===== config.mk =====
export PLATFORM = sky130hd
export DESIGN_NAME = scc_stepper_chopper_control
export DESIGN_NICKNAME = d
export VERILOG_FILES = /design/src/rtl/scc_pkg.sv /design/src/rtl/scc_winding_bridge.sv /design/src/rtl/scc_stepper_chopper_control.sv
export SDC_FILE = /design/constraint.sdc
export NUM_CORES = 1
export LEC_CHECK = 0
export ABC_AREA = 0
export ABC_CLOCK_PERIOD_IN_PS = 1800
export BUFFER_PORTS_ARGS = -buffer_cell sky130_fd_sc_hd__buf_4
export CAP_MARGIN = 25
export CORE_UTILIZATION = 30
export CTS_BUF_LIST = sky130_fd_sc_hd__clkbuf_8
export CTS_CLUSTER_DIAMETER = 100
export DETAILED_ROUTE_END_ITERATION = 10
export SLEW_MARGIN = 20
export SYNTH_ARGS = -nofsm -noshare
export SYNTH_HDL_FRONTEND = slang
export SYNTH_SLANG_ARGS = --single-unit

===== constraint.sdc =====
create_clock -name ref_clk_in -period 1.8 [get_ports ref_clk_in]
set_input_delay 0.36 -clock ref_clk_in [delete_from_list [all_inputs] [get_ports ref_clk_in]]
set_output_delay 0.36 -clock ref_clk_in [all_outputs]
set_load 0.05 [all_outputs]

===== src/rtl/scc_pkg.sv =====
// Shared constants and types of the stepper chopper control block
package scc_pkg;
    // ------------------------------------------------------------------
    // Clock and timing
    // ------------------------------------------------------------------
    localparam int CLK_PERIOD_NS   = 10;
    localparam int CLK_FREQ_KHZ    = 100000;
    localparam int OSC_FREQ_KHZ    = 1600;
    localparam int OSC_DIV_DEF     = CLK_FREQ_KHZ / OSC_FREQ_KHZ;
    localparam int CHOP_OSC_CYCLES = 16;
    localparam int CHOP_PHASE_W    = 4;
    localparam logic [3:0] CHOP_LAST = 4'(CHOP_OSC_CYCLES - 1);
    localparam int ISD_MASK_OSC    = 4;
    localparam int ISD_ON_MAX_OSC  = 8;
    localparam int ISD_CNT_W       = 3;
    localparam logic [2:0] ISD_TRIP_CNT = 3'(ISD_MASK_OSC - 1);
    localparam int BLANK_NS        = 400;
    localparam int BLANK_W         = 6;
    localparam logic [5:0] BLANK_CYC =
        6'((BLANK_NS + CLK_PERIOD_NS - 1) / CLK_PERIOD_NS);
    // ------------------------------------------------------------------
    // Pin synchroniser layout
    // ------------------------------------------------------------------
    localparam int NUM_WINDINGS = 2;
    localparam int SYN_W        = 10;
    localparam int SYN_CTRL0    = 0;
    localparam int SYN_REACH0   = 4;
    localparam int SYN_SHORT0   = 6;
    localparam int SYN_TEMP     = 8;
    localparam int SYN_STBY     = 9;
    // ------------------------------------------------------------------
    // Control codes {ctrl_1, ctrl_2}, levels, switch patterns
    // ------------------------------------------------------------------
    localparam logic [1:0] CTRL_OFF      = 2'h0;
    localparam logic [1:0] CTRL_FWD      = 2'h1;
    localparam logic [1:0] CTRL_REV      = 2'h2;
    localparam logic [1:0] CTRL_REDUCED  = 2'h3;
    localparam logic [1:0] LEVEL_ZERO    = 2'h0;
    localparam logic [1:0] LEVEL_REDUCED = 2'h2;
    localparam logic [1:0] LEVEL_FULL    = 2'h3;
    localparam int SW_HS1 = 3;
    localparam int SW_HS2 = 2;
    localparam int SW_LS1 = 1;
    localparam int SW_LS2 = 0;
    localparam logic [3:0] SW_OFF      = 4'h0;
    localparam logic [3:0] SW_CHG_FWD  = 4'h9;
    localparam logic [3:0] SW_FAST_FWD = 4'h6;
    localparam logic [3:0] SW_CHG_REV  = 4'h6;
    localparam logic [3:0] SW_FAST_REV = 4'h9;
    localparam logic [3:0] SW_SLOW     = 4'h3;
    typedef enum logic [1:0] {SCC_OFF, SCC_CHARGE, SCC_SLOW, SCC_FAST}
        scc_mode_e;
endpackage


===== src/rtl/scc_winding_bridge.sv =====
// One winding: chop state sequencer and H-bridge switch drive
`timescale 1ns/100ps
`default_nettype none
module scc_winding_bridge
    import scc_pkg::*;
(
    // Clock and reset
    input  wire logic       ref_clk_in,
    input  wire logic       reset_n_in,
    // Sequencing from the top
    input  wire logic       enable_in,
    input  wire logic       chop_start_in,
    input  wire logic       ctrl_1_in,
    input  wire logic       ctrl_2_in,
    input  wire logic       current_reached_in,
    // Bridge drive
    output logic [3:0]      switches_out,
    output logic [1:0]      level_out
);
    // ------------------------------------------------------------------
    // State
    // ------------------------------------------------------------------
    typedef struct packed {
        scc_mode_e            mode;
        logic                 rev;
        logic [1:0]           last;
        logic                 fast_pending;
        logic                 use_fast;
        logic [BLANK_W-1:0]   blank;
        logic [3:0]           sw;
        logic [1:0]           level;
    } scc_wb_s;

    scc_wb_s    s;
    scc_wb_s    next_s;
    logic [1:0] tgt;
    logic       changed;

    function automatic logic [3:0] bridge_sw(scc_mode_e m, logic r);
        logic [3:0] v;
        v = SW_OFF;
        unique case (m)
            SCC_OFF:    v = SW_OFF;
            SCC_CHARGE: v = r ? SW_CHG_REV : SW_CHG_FWD;
            SCC_SLOW:   v = SW_SLOW;
            SCC_FAST:   v = r ? SW_FAST_REV : SW_FAST_FWD;
        endcase
        return v;
    endfunction

    assign tgt     = {ctrl_1_in, ctrl_2_in};
    assign changed = (tgt != s.last);

    always_comb
    begin
        next_s = s;
        if (!enable_in || tgt == CTRL_OFF)
        begin
            next_s.mode         = SCC_OFF;
            next_s.blank        = '0;
            next_s.fast_pending = 1'b1;
            next_s.last         = tgt;
        end
        else
        begin
            next_s.rev  = (tgt == CTRL_REV);
            next_s.last = tgt;
            if (chop_start_in || s.mode == SCC_OFF)
            begin
                next_s.mode         = SCC_CHARGE;
                next_s.blank        = BLANK_CYC;
                next_s.use_fast     = s.fast_pending || changed;
                next_s.fast_pending = 1'b0;
            end
            else if (changed)
            begin
                next_s.fast_pending = 1'b1;
                next_s.blank        = BLANK_CYC;
            end
            else if (s.blank != '0)
                next_s.blank = s.blank - 1'b1;
            else if (s.mode == SCC_CHARGE && current_reached_in)
            begin
                // Fast decay only right after a target change or a spell in off, to track it
                next_s.mode  = s.use_fast ? SCC_FAST : SCC_SLOW;
                next_s.blank = BLANK_CYC;
            end
        end
        next_s.sw = bridge_sw(next_s.mode, next_s.rev);
        unique case (tgt)
            CTRL_OFF:     next_s.level = LEVEL_ZERO;
            CTRL_FWD:     next_s.level = LEVEL_FULL;
            CTRL_REV:     next_s.level = LEVEL_FULL;
            CTRL_REDUCED: next_s.level = LEVEL_REDUCED;
        endcase
        if (next_s.mode == SCC_OFF)
            next_s.level = LEVEL_ZERO;
    end

    always_ff @(posedge ref_clk_in or negedge reset_n_in)
    begin
        if (!reset_n_in)
            s <= '0;
        else
            s <= next_s;
    end

    assign switches_out = s.sw;
    assign level_out    = s.level;

    // ------------------------------------------------------------------
    // Assertions
    // ------------------------------------------------------------------
    property p_fwd_table;
        @(posedge ref_clk_in) disable iff (!reset_n_in)
        !s.rev |-> s.sw == (s.mode == SCC_CHARGE ? SW_CHG_FWD :
                  s.mode == SCC_FAST ? SW_FAST_FWD :
                  s.mode == SCC_SLOW ? SW_SLOW : SW_OFF);
    endproperty
    a_fwd_table: assert property (p_fwd_table)
        else $error("forward switch pattern wrong");

    property p_rev_table;
        @(posedge ref_clk_in) disable iff (!reset_n_in)
        s.rev |-> s.sw == (s.mode == SCC_CHARGE ? SW_CHG_REV :
                 s.mode == SCC_FAST ? SW_FAST_REV :
                 s.mode == SCC_SLOW ? SW_SLOW : SW_OFF);
    endproperty
    a_rev_table: assert property (p_rev_table)
        else $error("reverse switch pattern wrong");

    property p_no_shoot;
        @(posedge ref_clk_in) disable iff (!reset_n_in)
        !(s.sw[SW_HS1] && s.sw[SW_LS1]) && !(s.sw[SW_HS2] && s.sw[SW_LS2]);
    endproperty
    a_no_shoot: assert property (p_no_shoot)
        else $error("bridge leg shorted");

    property p_blank_hold;
        @(posedge ref_clk_in) disable iff (!reset_n_in)
        (s.mode == SCC_CHARGE && s.blank != '0 && enable_in &&
         !chop_start_in && !changed && tgt != CTRL_OFF)
        |=> s.mode == SCC_CHARGE;
    endproperty
    a_blank_hold: assert property (p_blank_hold)
        else $error("comparator acted during blanking");

    property p_cycle_charge;
        @(posedge ref_clk_in) disable iff (!reset_n_in)
        (chop_start_in && enable_in && tgt != CTRL_OFF)
        |=> s.mode == SCC_CHARGE && s.blank == BLANK_CYC;
    endproperty
    a_cycle_charge: assert property (p_cycle_charge)
        else $error("chop cycle did not start in charge");

    property p_decay_hold;
        @(posedge ref_clk_in) disable iff (!reset_n_in)
        ((s.mode == SCC_SLOW || s.mode == SCC_FAST) && enable_in &&
         !chop_start_in && tgt != CTRL_OFF)
        |=> s.mode == $past(s.mode);
    endproperty
    a_decay_hold: assert property (p_decay_hold)
        else $error("decay left before cycle boundary");

    property p_off_pins;
        @(posedge ref_clk_in) disable iff (!reset_n_in)
        (!enable_in || tgt == CTRL_OFF)
        |=> s.sw == SW_OFF && s.level == LEVEL_ZERO;
    endproperty
    a_off_pins: assert property (p_off_pins)
        else $error("switches on while disabled");

    c_slow: cover property (@(posedge ref_clk_in) disable iff (!reset_n_in)
        s.mode == SCC_CHARGE ##1 s.mode == SCC_SLOW);
    c_fast: cover property (@(posedge ref_clk_in) disable iff (!reset_n_in)
        s.mode == SCC_CHARGE ##1 s.mode == SCC_FAST);
endmodule
`default_nettype wire


===== src/rtl/scc_stepper_chopper_control.sv =====
// Top of the two-winding stepper chopper control with shutdown latches
// Function
// - Chop cycle spans sixteen oscillator periods
// - Ignore overcurrent for four oscillator cycles
// - Enter overcurrent shutdown within eight cycles
// - Forward direction switch table per mode
// - Reverse direction switch table per mode
// - Regulate using only charge, slow, fast
// - Blank comparator after each switching event
// - Overcurrent shutdown holds switches off until standby
// - Thermal shutdown latches switches off until standby
`timescale 1ns/100ps
`default_nettype none
module scc_stepper_chopper_control
    import scc_pkg::*;
#(
    parameter int OSC_DIV = OSC_DIV_DEF
)
(
    // Clock and reset
    input  wire logic       ref_clk_in,
    input  wire logic       reset_n_in,
    // Host and sensing pins, asynchronous
    input  wire logic       standby_n_in,
    input  wire logic       winding_a_ctrl_1_in,
    input  wire logic       winding_a_ctrl_2_in,
    input  wire logic       winding_b_ctrl_1_in,
    input  wire logic       winding_b_ctrl_2_in,
    input  wire logic       current_reached_a_in,
    input  wire logic       current_reached_b_in,
    input  wire logic       short_detect_a_in,
    input  wire logic       short_detect_b_in,
    input  wire logic       over_temp_in,
    // Winding A bridge
    output logic            winding_a_high_side_switch_1_out,
    output logic            winding_a_high_side_switch_2_out,
    output logic            winding_a_low_side_switch_1_out,
    output logic            winding_a_low_side_switch_2_out,
    output logic [1:0]      winding_a_level_out,
    // Winding B bridge
    output logic            winding_b_high_side_switch_1_out,
    output logic            winding_b_high_side_switch_2_out,
    output logic            winding_b_low_side_switch_1_out,
    output logic            winding_b_low_side_switch_2_out,
    output logic [1:0]      winding_b_level_out,
    // Status
    output logic            overcurrent_shutdown_out,
    output logic            thermal_shutdown_out,
    output logic            chop_ref_oscillator_out
);
    // ------------------------------------------------------------------
    // State
    // ------------------------------------------------------------------
    localparam int DIV_W = (OSC_DIV > 1) ? $clog2(OSC_DIV) : 1;
    localparam logic [DIV_W-1:0] DIV_LAST = DIV_W'(OSC_DIV - 1);

    typedef struct packed {
        logic [SYN_W-1:0]        sync1;
        logic [SYN_W-1:0]        sync2;
        logic [DIV_W-1:0]        div;
        logic [CHOP_PHASE_W-1:0] phase;
        logic                    osc_tick;
        logic                    chop_start;
        logic [ISD_CNT_W-1:0]    isd_cnt;
        logic                    oc;
        logic                    th;
    } scc_top_s;

    scc_top_s         s;
    scc_top_s         next_s;
    logic [SYN_W-1:0] raw;
    logic             stby;
    logic             short_any;
    logic             run;
    logic [3:0]       sw  [NUM_WINDINGS];
    logic [1:0]       lvl [NUM_WINDINGS];

    assign raw = {standby_n_in, over_temp_in,
                  short_detect_b_in, short_detect_a_in,
                  current_reached_b_in, current_reached_a_in,
                  winding_b_ctrl_2_in, winding_b_ctrl_1_in,
                  winding_a_ctrl_2_in, winding_a_ctrl_1_in};

    // Only the second synchroniser stage is ever read below
    assign stby      = s.sync2[SYN_STBY];
    assign short_any = |s.sync2[SYN_SHORT0 +: NUM_WINDINGS];
    assign run       = stby && !s.oc && !s.th;

    // ------------------------------------------------------------------
    // Oscillator, chop timing and protection
    // ------------------------------------------------------------------
    always_comb
    begin
        next_s            = s;
        next_s.sync1      = raw;
        next_s.sync2      = s.sync1;
        next_s.osc_tick   = 1'b0;
        next_s.chop_start = 1'b0;
        if (!stby)
        begin
            // Standby initialises divider, phase and short count and clears both latches
            next_s.div     = '0;
            next_s.phase   = '0;
            next_s.isd_cnt = '0;
            next_s.oc      = 1'b0;
            next_s.th      = 1'b0;
        end
        else
        begin
            if (s.sync2[SYN_TEMP])
                next_s.th = 1'b1;
            // Oscillator stands still while overcurrent shutdown holds
            if (!s.oc)
            begin
                if (s.div == DIV_LAST)
                begin
                    next_s.div      = '0;
                    next_s.osc_tick = 1'b1;
                    next_s.phase    = s.phase + 1'b1;
                    if (s.phase == CHOP_LAST)
                        next_s.chop_start = 1'b1;
                end
                else
                    next_s.div = s.div + 1'b1;
            end
            if (!short_any)
                next_s.isd_cnt = '0;
            else if (s.osc_tick && !s.oc)
            begin
                if (s.isd_cnt == ISD_TRIP_CNT)
                    next_s.oc = 1'b1;
                else
                    next_s.isd_cnt = s.isd_cnt + 1'b1;
            end
        end
    end

    always_ff @(posedge ref_clk_in or negedge reset_n_in)
    begin
        if (!reset_n_in)
            s <= '0;
        else
            s <= next_s;
    end

    // ------------------------------------------------------------------
    // Windings
    // ------------------------------------------------------------------
    for (genvar w = 0; w < NUM_WINDINGS; w++)
    begin : g_wind
        scc_winding_bridge u_bridge
        (
            .ref_clk_in         (ref_clk_in),
            .reset_n_in         (reset_n_in),
            .enable_in          (run),
            .chop_start_in      (s.chop_start),
            .ctrl_1_in          (s.sync2[SYN_CTRL0 + 2*w]),
            .ctrl_2_in          (s.sync2[SYN_CTRL0 + 2*w + 1]),
            .current_reached_in (s.sync2[SYN_REACH0 + w]),
            .switches_out       (sw[w]),
            .level_out          (lvl[w])
        );
    end

    assign winding_a_high_side_switch_1_out = sw[0][SW_HS1];
    assign winding_a_high_side_switch_2_out = sw[0][SW_HS2];
    assign winding_a_low_side_switch_1_out  = sw[0][SW_LS1];
    assign winding_a_low_side_switch_2_out  = sw[0][SW_LS2];
    assign winding_a_level_out              = lvl[0];
    assign winding_b_high_side_switch_1_out = sw[1][SW_HS1];
    assign winding_b_high_side_switch_2_out = sw[1][SW_HS2];
    assign winding_b_low_side_switch_1_out  = sw[1][SW_LS1];
    assign winding_b_low_side_switch_2_out  = sw[1][SW_LS2];
    assign winding_b_level_out              = lvl[1];
    assign overcurrent_shutdown_out         = s.oc;
    assign thermal_shutdown_out             = s.th;
    assign chop_ref_oscillator_out          = s.osc_tick;

    // ------------------------------------------------------------------
    // Assertions
    // ------------------------------------------------------------------
    localparam int ISD_BOUND_CYC = ISD_ON_MAX_OSC * OSC_DIV;
    localparam int HC_W = $clog2(ISD_BOUND_CYC + 2);

    logic [4:0]      tick_cnt;
    logic            seen_start;
    logic [2:0]      held_ticks;
    logic [HC_W-1:0] held_cyc;
    logic            all_off;

    assign all_off = (sw[0] == SW_OFF) && (sw[1] == SW_OFF);

    always_ff @(posedge ref_clk_in or negedge reset_n_in)
    begin
        if (!reset_n_in)
        begin
            tick_cnt   <= '0;
            seen_start <= 1'b0;
            held_ticks <= '0;
            held_cyc   <= '0;
        end
        else
        begin
            if (!stby || s.chop_start)
                tick_cnt <= '0;
            else if (s.osc_tick)
                tick_cnt <= tick_cnt + 1'b1;
            seen_start <= stby && (seen_start || s.chop_start);
            if (!short_any || !stby || s.oc)
                held_ticks <= '0;
            else if (s.osc_tick && held_ticks != 3'h7)
                held_ticks <= held_ticks + 1'b1;
            if (!short_any || !stby || s.oc)
                held_cyc <= '0;
            else if (held_cyc != '1)
                held_cyc <= held_cyc + 1'b1;
        end
    end

    property p_chop_period;
        @(posedge ref_clk_in) disable iff (!reset_n_in)
        (s.chop_start && seen_start) |-> tick_cnt == 5'(CHOP_OSC_CYCLES-1);
    endproperty
    a_chop_period: assert property (p_chop_period)
        else $error("chop cycle not sixteen oscillator periods");

    property p_isd_mask;
        @(posedge ref_clk_in) disable iff (!reset_n_in)
        $rose(s.oc) |-> held_ticks == 3'(ISD_MASK_OSC);
    endproperty
    a_isd_mask: assert property (p_isd_mask)
        else $error("overcurrent tripped off the mask count");

    property p_isd_bound;
        @(posedge ref_clk_in) disable iff (!reset_n_in)
        held_cyc <= HC_W'(ISD_BOUND_CYC);
    endproperty
    a_isd_bound: assert property (p_isd_bound)
        else $error("overcurrent shutdown entry too slow");

    property p_isd_hold;
        @(posedge ref_clk_in) disable iff (!reset_n_in)
        (s.oc && stby) |=> s.oc && all_off;
    endproperty
    a_isd_hold: assert property (p_isd_hold)
        else $error("overcurrent shutdown released or switches on");

    property p_tsd_hold;
        @(posedge ref_clk_in) disable iff (!reset_n_in)
        (s.th && stby) |=> s.th && all_off;
    endproperty
    a_tsd_hold: assert property (p_tsd_hold)
        else $error("thermal shutdown released or switches on");

    c_isd_trip: cover property (@(posedge ref_clk_in)
        disable iff (!reset_n_in) $rose(s.oc));
    c_tsd_trip: cover property (@(posedge ref_clk_in)
        disable iff (!reset_n_in) $rose(s.th));
endmodule
`default_nettype wire


==> results.md <==
- Run status: complete, no violations
- Synth async-reset ratio: 100%
- Portion of the post-synthesis area used by sequential elements: a little under three fifths
- Share of layout cells above drive strength 1: roughly 24%
- Number of rows created at floorplan: 37
- Clock Tree Root: sky130_fd_sc_hd__clkbuf_8
- Clock latency on the worst-skew pair: approximately 0.34 ns
- Slew Limit Headroom: between 60% and 70%
- Boundary Pins: 27
- Std-Cell Core Area: ~0.010 sq mm
- Worst-path fanout max: 4
- Horiz. Die Dim: 106 um
- Proportion of netlist area held by the largest area contributor: 56.6%
- Total routing resource utilization after global routing: 12.1%
- Post-synth net total: around 310
- TNS Setup: 0 ns
- DR DRC count: 0
- Cts bufs inserted: 9
- Library cell with the largest summed area after synthesis: sky130_fd_sc_hd__dfrtp_1
- Global-route layer with the greatest usage: met2
- Crit path capture type: register
- Setup repair after global routing missed its margin: no
- Filler instances: 1,010
- Slowest stage cell on the critical path: sky130_fd_sc_hd__or4b_4
- Final RePlAce weighted congestion: 0.760
- M2 GR Usage: roughly a fifth
- Iter 0 DRT Violations: a little over 60
- Final period demand of the worst path: roughly 1.7 ns
- Number of global-route vias before repair: ~2,200
- # Max-Cap Violations: 0
- Total number of yosys warnings: 0
- Routed WL: about 6 mm
- Setup violators final: 0
- Wire length of the first global-routing pass: 10.5 mm
- Data required time of the worst path: between 2 and 2.5 ns
- Share of the clock period used by the worst path: between 90 and 100%
- Pre-Repair DR Iteration Count: 4
- Most frequent cells in the layout: 72 x sky130_fd_sc_hd__dfrtp_1, 46 x sky130_fd_sc_hd__buf_4, 18 x sky130_fd_sc_hd__nand2_1, 15 x sky130_fd_sc_hd__inv_1, 15 x sky130_fd_sc_hd__nor2_1
- Clock skew after layout: 0.00632 ns
- Flip-flop and latch count after synthesis: 73
- Syn Inst Count: roughly 280
- Post-synth EDFFs: 0
- Clk pin slew, worst setup/hold paths: approximately 0.080 ns
- # port buffers: 26
- Maximum buffer depth of the clock tree: 2
- Area delta synth->final: 23.9%
- Detailed-placement wirelength estimate: 4.36 mm
- Arrival time of the worst setup path: roughly 2 ns
- Overall power after layout: between 3 and 4 mW
- Die extent in y: 106 um
- Final count of hold timing violations: 0
- Antenna diode count: 0
- Static power due to leakage: 1.83 nW
- Type of origin of the critical path: register
- Placement-stage cell area: ~0.0037 sq mm
- Summed instance area of the synthesized netlist: about 0.0032 sq mm
- Average footprint of a synthesized cell: 11.5 sq um
- Leftover overflow at the end of global routing: 0
- Drt wl/cell: 12.6 um
- Pin count of the biggest net entering global routing: 38
- Final-report max-slew violation count: 0
- Total power divided by cell area: approximately 930 mW/mm^2
- Leading post-synthesis cells by cell area: sky130_fd_sc_hd__dfrtp_1 57%, sky130_fd_sc_hd__ha_1 5.8%, sky130_fd_sc_hd__nand2_1 2.2%
- Clock Sinks: between 70 and 80
- Netlist cell types: 52
- Number of vias per cell: 4.64
- FF+latch area: approximately 0.0018 sq mm
- Met1 layer usage reported by global route: around 15%
- Setup slack at placement: about 0.019 ns
- Most frequent standard cell in the layout excluding fill and tap cells: sky130_fd_sc_hd__dfrtp_1
- Multi-input gate area: ~0.0013 sq mm
- Setup slack of the critical path after layout: roughly 0.085 ns
- Total via count in the routed design: approximately 2,200
- Post-Layout Inst Area: about 0.0040 sq mm
- Antenna violations before repair: 0
- Effective utilization at floorplan: between 30% and 40%
- Cells along the critical path: inv_1, ha_1, or4b_4, nor2_4, nand4_1, o22ai_2
- Area of the die: approximately 0.011 sq mm
- Number of levels the H-tree was split into: 3
- Worst Hold Path Cells: 1
- Worst Tran Pin Value: between 0.4 and 0.5 ns
- Classification of the worst setup path: reg2reg
- Class of the worst hold path: in2reg
- Layout net count: approximately 360
- Clock tree from TritonCTS: built
- Maximum frequency from static timing analysis: 0.583 GHz
- Maximum vdd ir drop: roughly 0.0005 V
- Main flop type after synthesis: sky130_fd_sc_hd__dfrtp_1
- Slowest cell delay on critical path: ~0.52 ns
- DRT antenna net count: 0
- Met3 capacity usage during global routing: 3.65%
- Cell count of the worst reg-to-reg path: 6
==> power breakdown <==
group | internal, mW | switching [mW] | total (mW)
registers | 1.71 | 0.0413 | 1.75
logic | 0.155 | 0.234 | 0.388
clock network | 0.963 | 0.623 | 1.59
==> cells in the mapped netlist, drive strengths merged (2+ instances only) <==
cell and n:
nor3b 5, nor2 16, o21ai 10, nor4 5
nand3 7, a211oi 3, nand4 2, nor3 13
buf 8, inv 15, o21a 3, o21ba 2
xnor2 6, nand2b 3, o311ai 2, nor2b 2
dfrtp 73, o31a 2, and4 2, xor2 8
a31oi 6, ha 15, or3 3, o22ai 3
o21bai 3, and3 2, mux2i 6, and2 9
nand3b 3, nand2 19, a21oi 11, mux2 2
==> what timing repair did <==
action,4_1_cts,5_1_grt
pin swaps,0,2
setup endpoints to repair,1,9
endpoints found under the hold margin,20,0
hold buffers,1,0
gates resized for setup,1,7
setup buffers,0,2
==> state kept, by name, indices dropped and copies added, names as in the netlist <==
register	cells
thermal_shutdown_out	1
s	24
g_wind.u_bridge.switches_out	8
overcurrent_shutdown_out	1
g_wind.u_bridge.level_out	4
g_wind.u_bridge.s	24
chop_ref_oscillator_out	1
next_s	10
==> final timing paths <==
kind / start / slack, ns / endpoint
worst max-delay path: s[20]$_DFF_PN0_ / 0.09 / g_wind[1].u_bridge.s[7]$_DFFE_PN0P_
worst min-delay path: winding_b_ctrl_1_in / 0.12 / next_s[19]$_DFF_PN0_
worst max register to register: s[20]$_DFF_PN0_ / 0.09 / g_wind[1].u_bridge.s[7]$_DFFE_PN0P_
worst min register to register: next_s[17]$_DFF_PN0_ / 0.35 / s[17]$_DFF_PN0_
max in group asynchronous: reset_n_in / 0.83 / s[4]$_DFFE_PN0P_
min in group asynchronous: reset_n_in / 0.46 / g_wind[0].u_bridge.s[12]$_DFFE_PN0P_
==> cell families (layout without fill, tap and decap cells) <==
logic type / count (synthesis) / count (layout) / share of synthesized area [%]
AO/OA/AOI/OAI: 52 / 52 / 10.7
XOR/XNOR: 14 / 14 / 3.80
adder cells (fa/ha/maj): 15 / 15 / 5.82
buffers and inverters: 24 / 79 / 3.41
flip-flops: 73 / 73 / 56.6
multiplexers: 8 / 8 / 2.56
AND/OR/NAND/NOR: 95 / 95 / 17.0
==> area by class of cell <==
type                            instances  share of cell area (%)
Multi-Input combinational cell        184                    32.9
Clock inverter                          6                    2.85
Clock buffer                           10                    3.45
Tap cell                              136                    4.26
Timing Repair Buffer                   48                    9.40
Sequential cell                        73                    45.8
Inverter                               15                    1.41
==> worst max-delay path, delay by kind of cell (launching register included) <==
| kind | cells | cell delay (ns) |
|---|---|---|
| flops | 1 | 0.35 |
| buf+inv | 1 | 0.07 |
| simple gates | 3 | 0.82 |
| fa+ha+maj | 1 | 0.21 |
| compound gates | 1 | 0.19 |
==> per-layer routing <==
metal | vias to the layer above | wire (um)
li1 | 1086 | -
met1 | 1047 | 2770
met2 | 46 | 2830
met3 | 11 | 253
met4 | 0 | 89
met5 | - | 0
==> per-stage QoR <==
stage                     instances  util, %  hold WS, ns
after floorplan                 281        -       0.0644
after global placement          453     35.6        0.284
after detailed placement        453     35.6        0.281
after CTS                       470     38.2       0.0924
after global routing            472     38.5       0.0782
final                           472     38.5        0.117
Power figures use the tool's default switching activity.
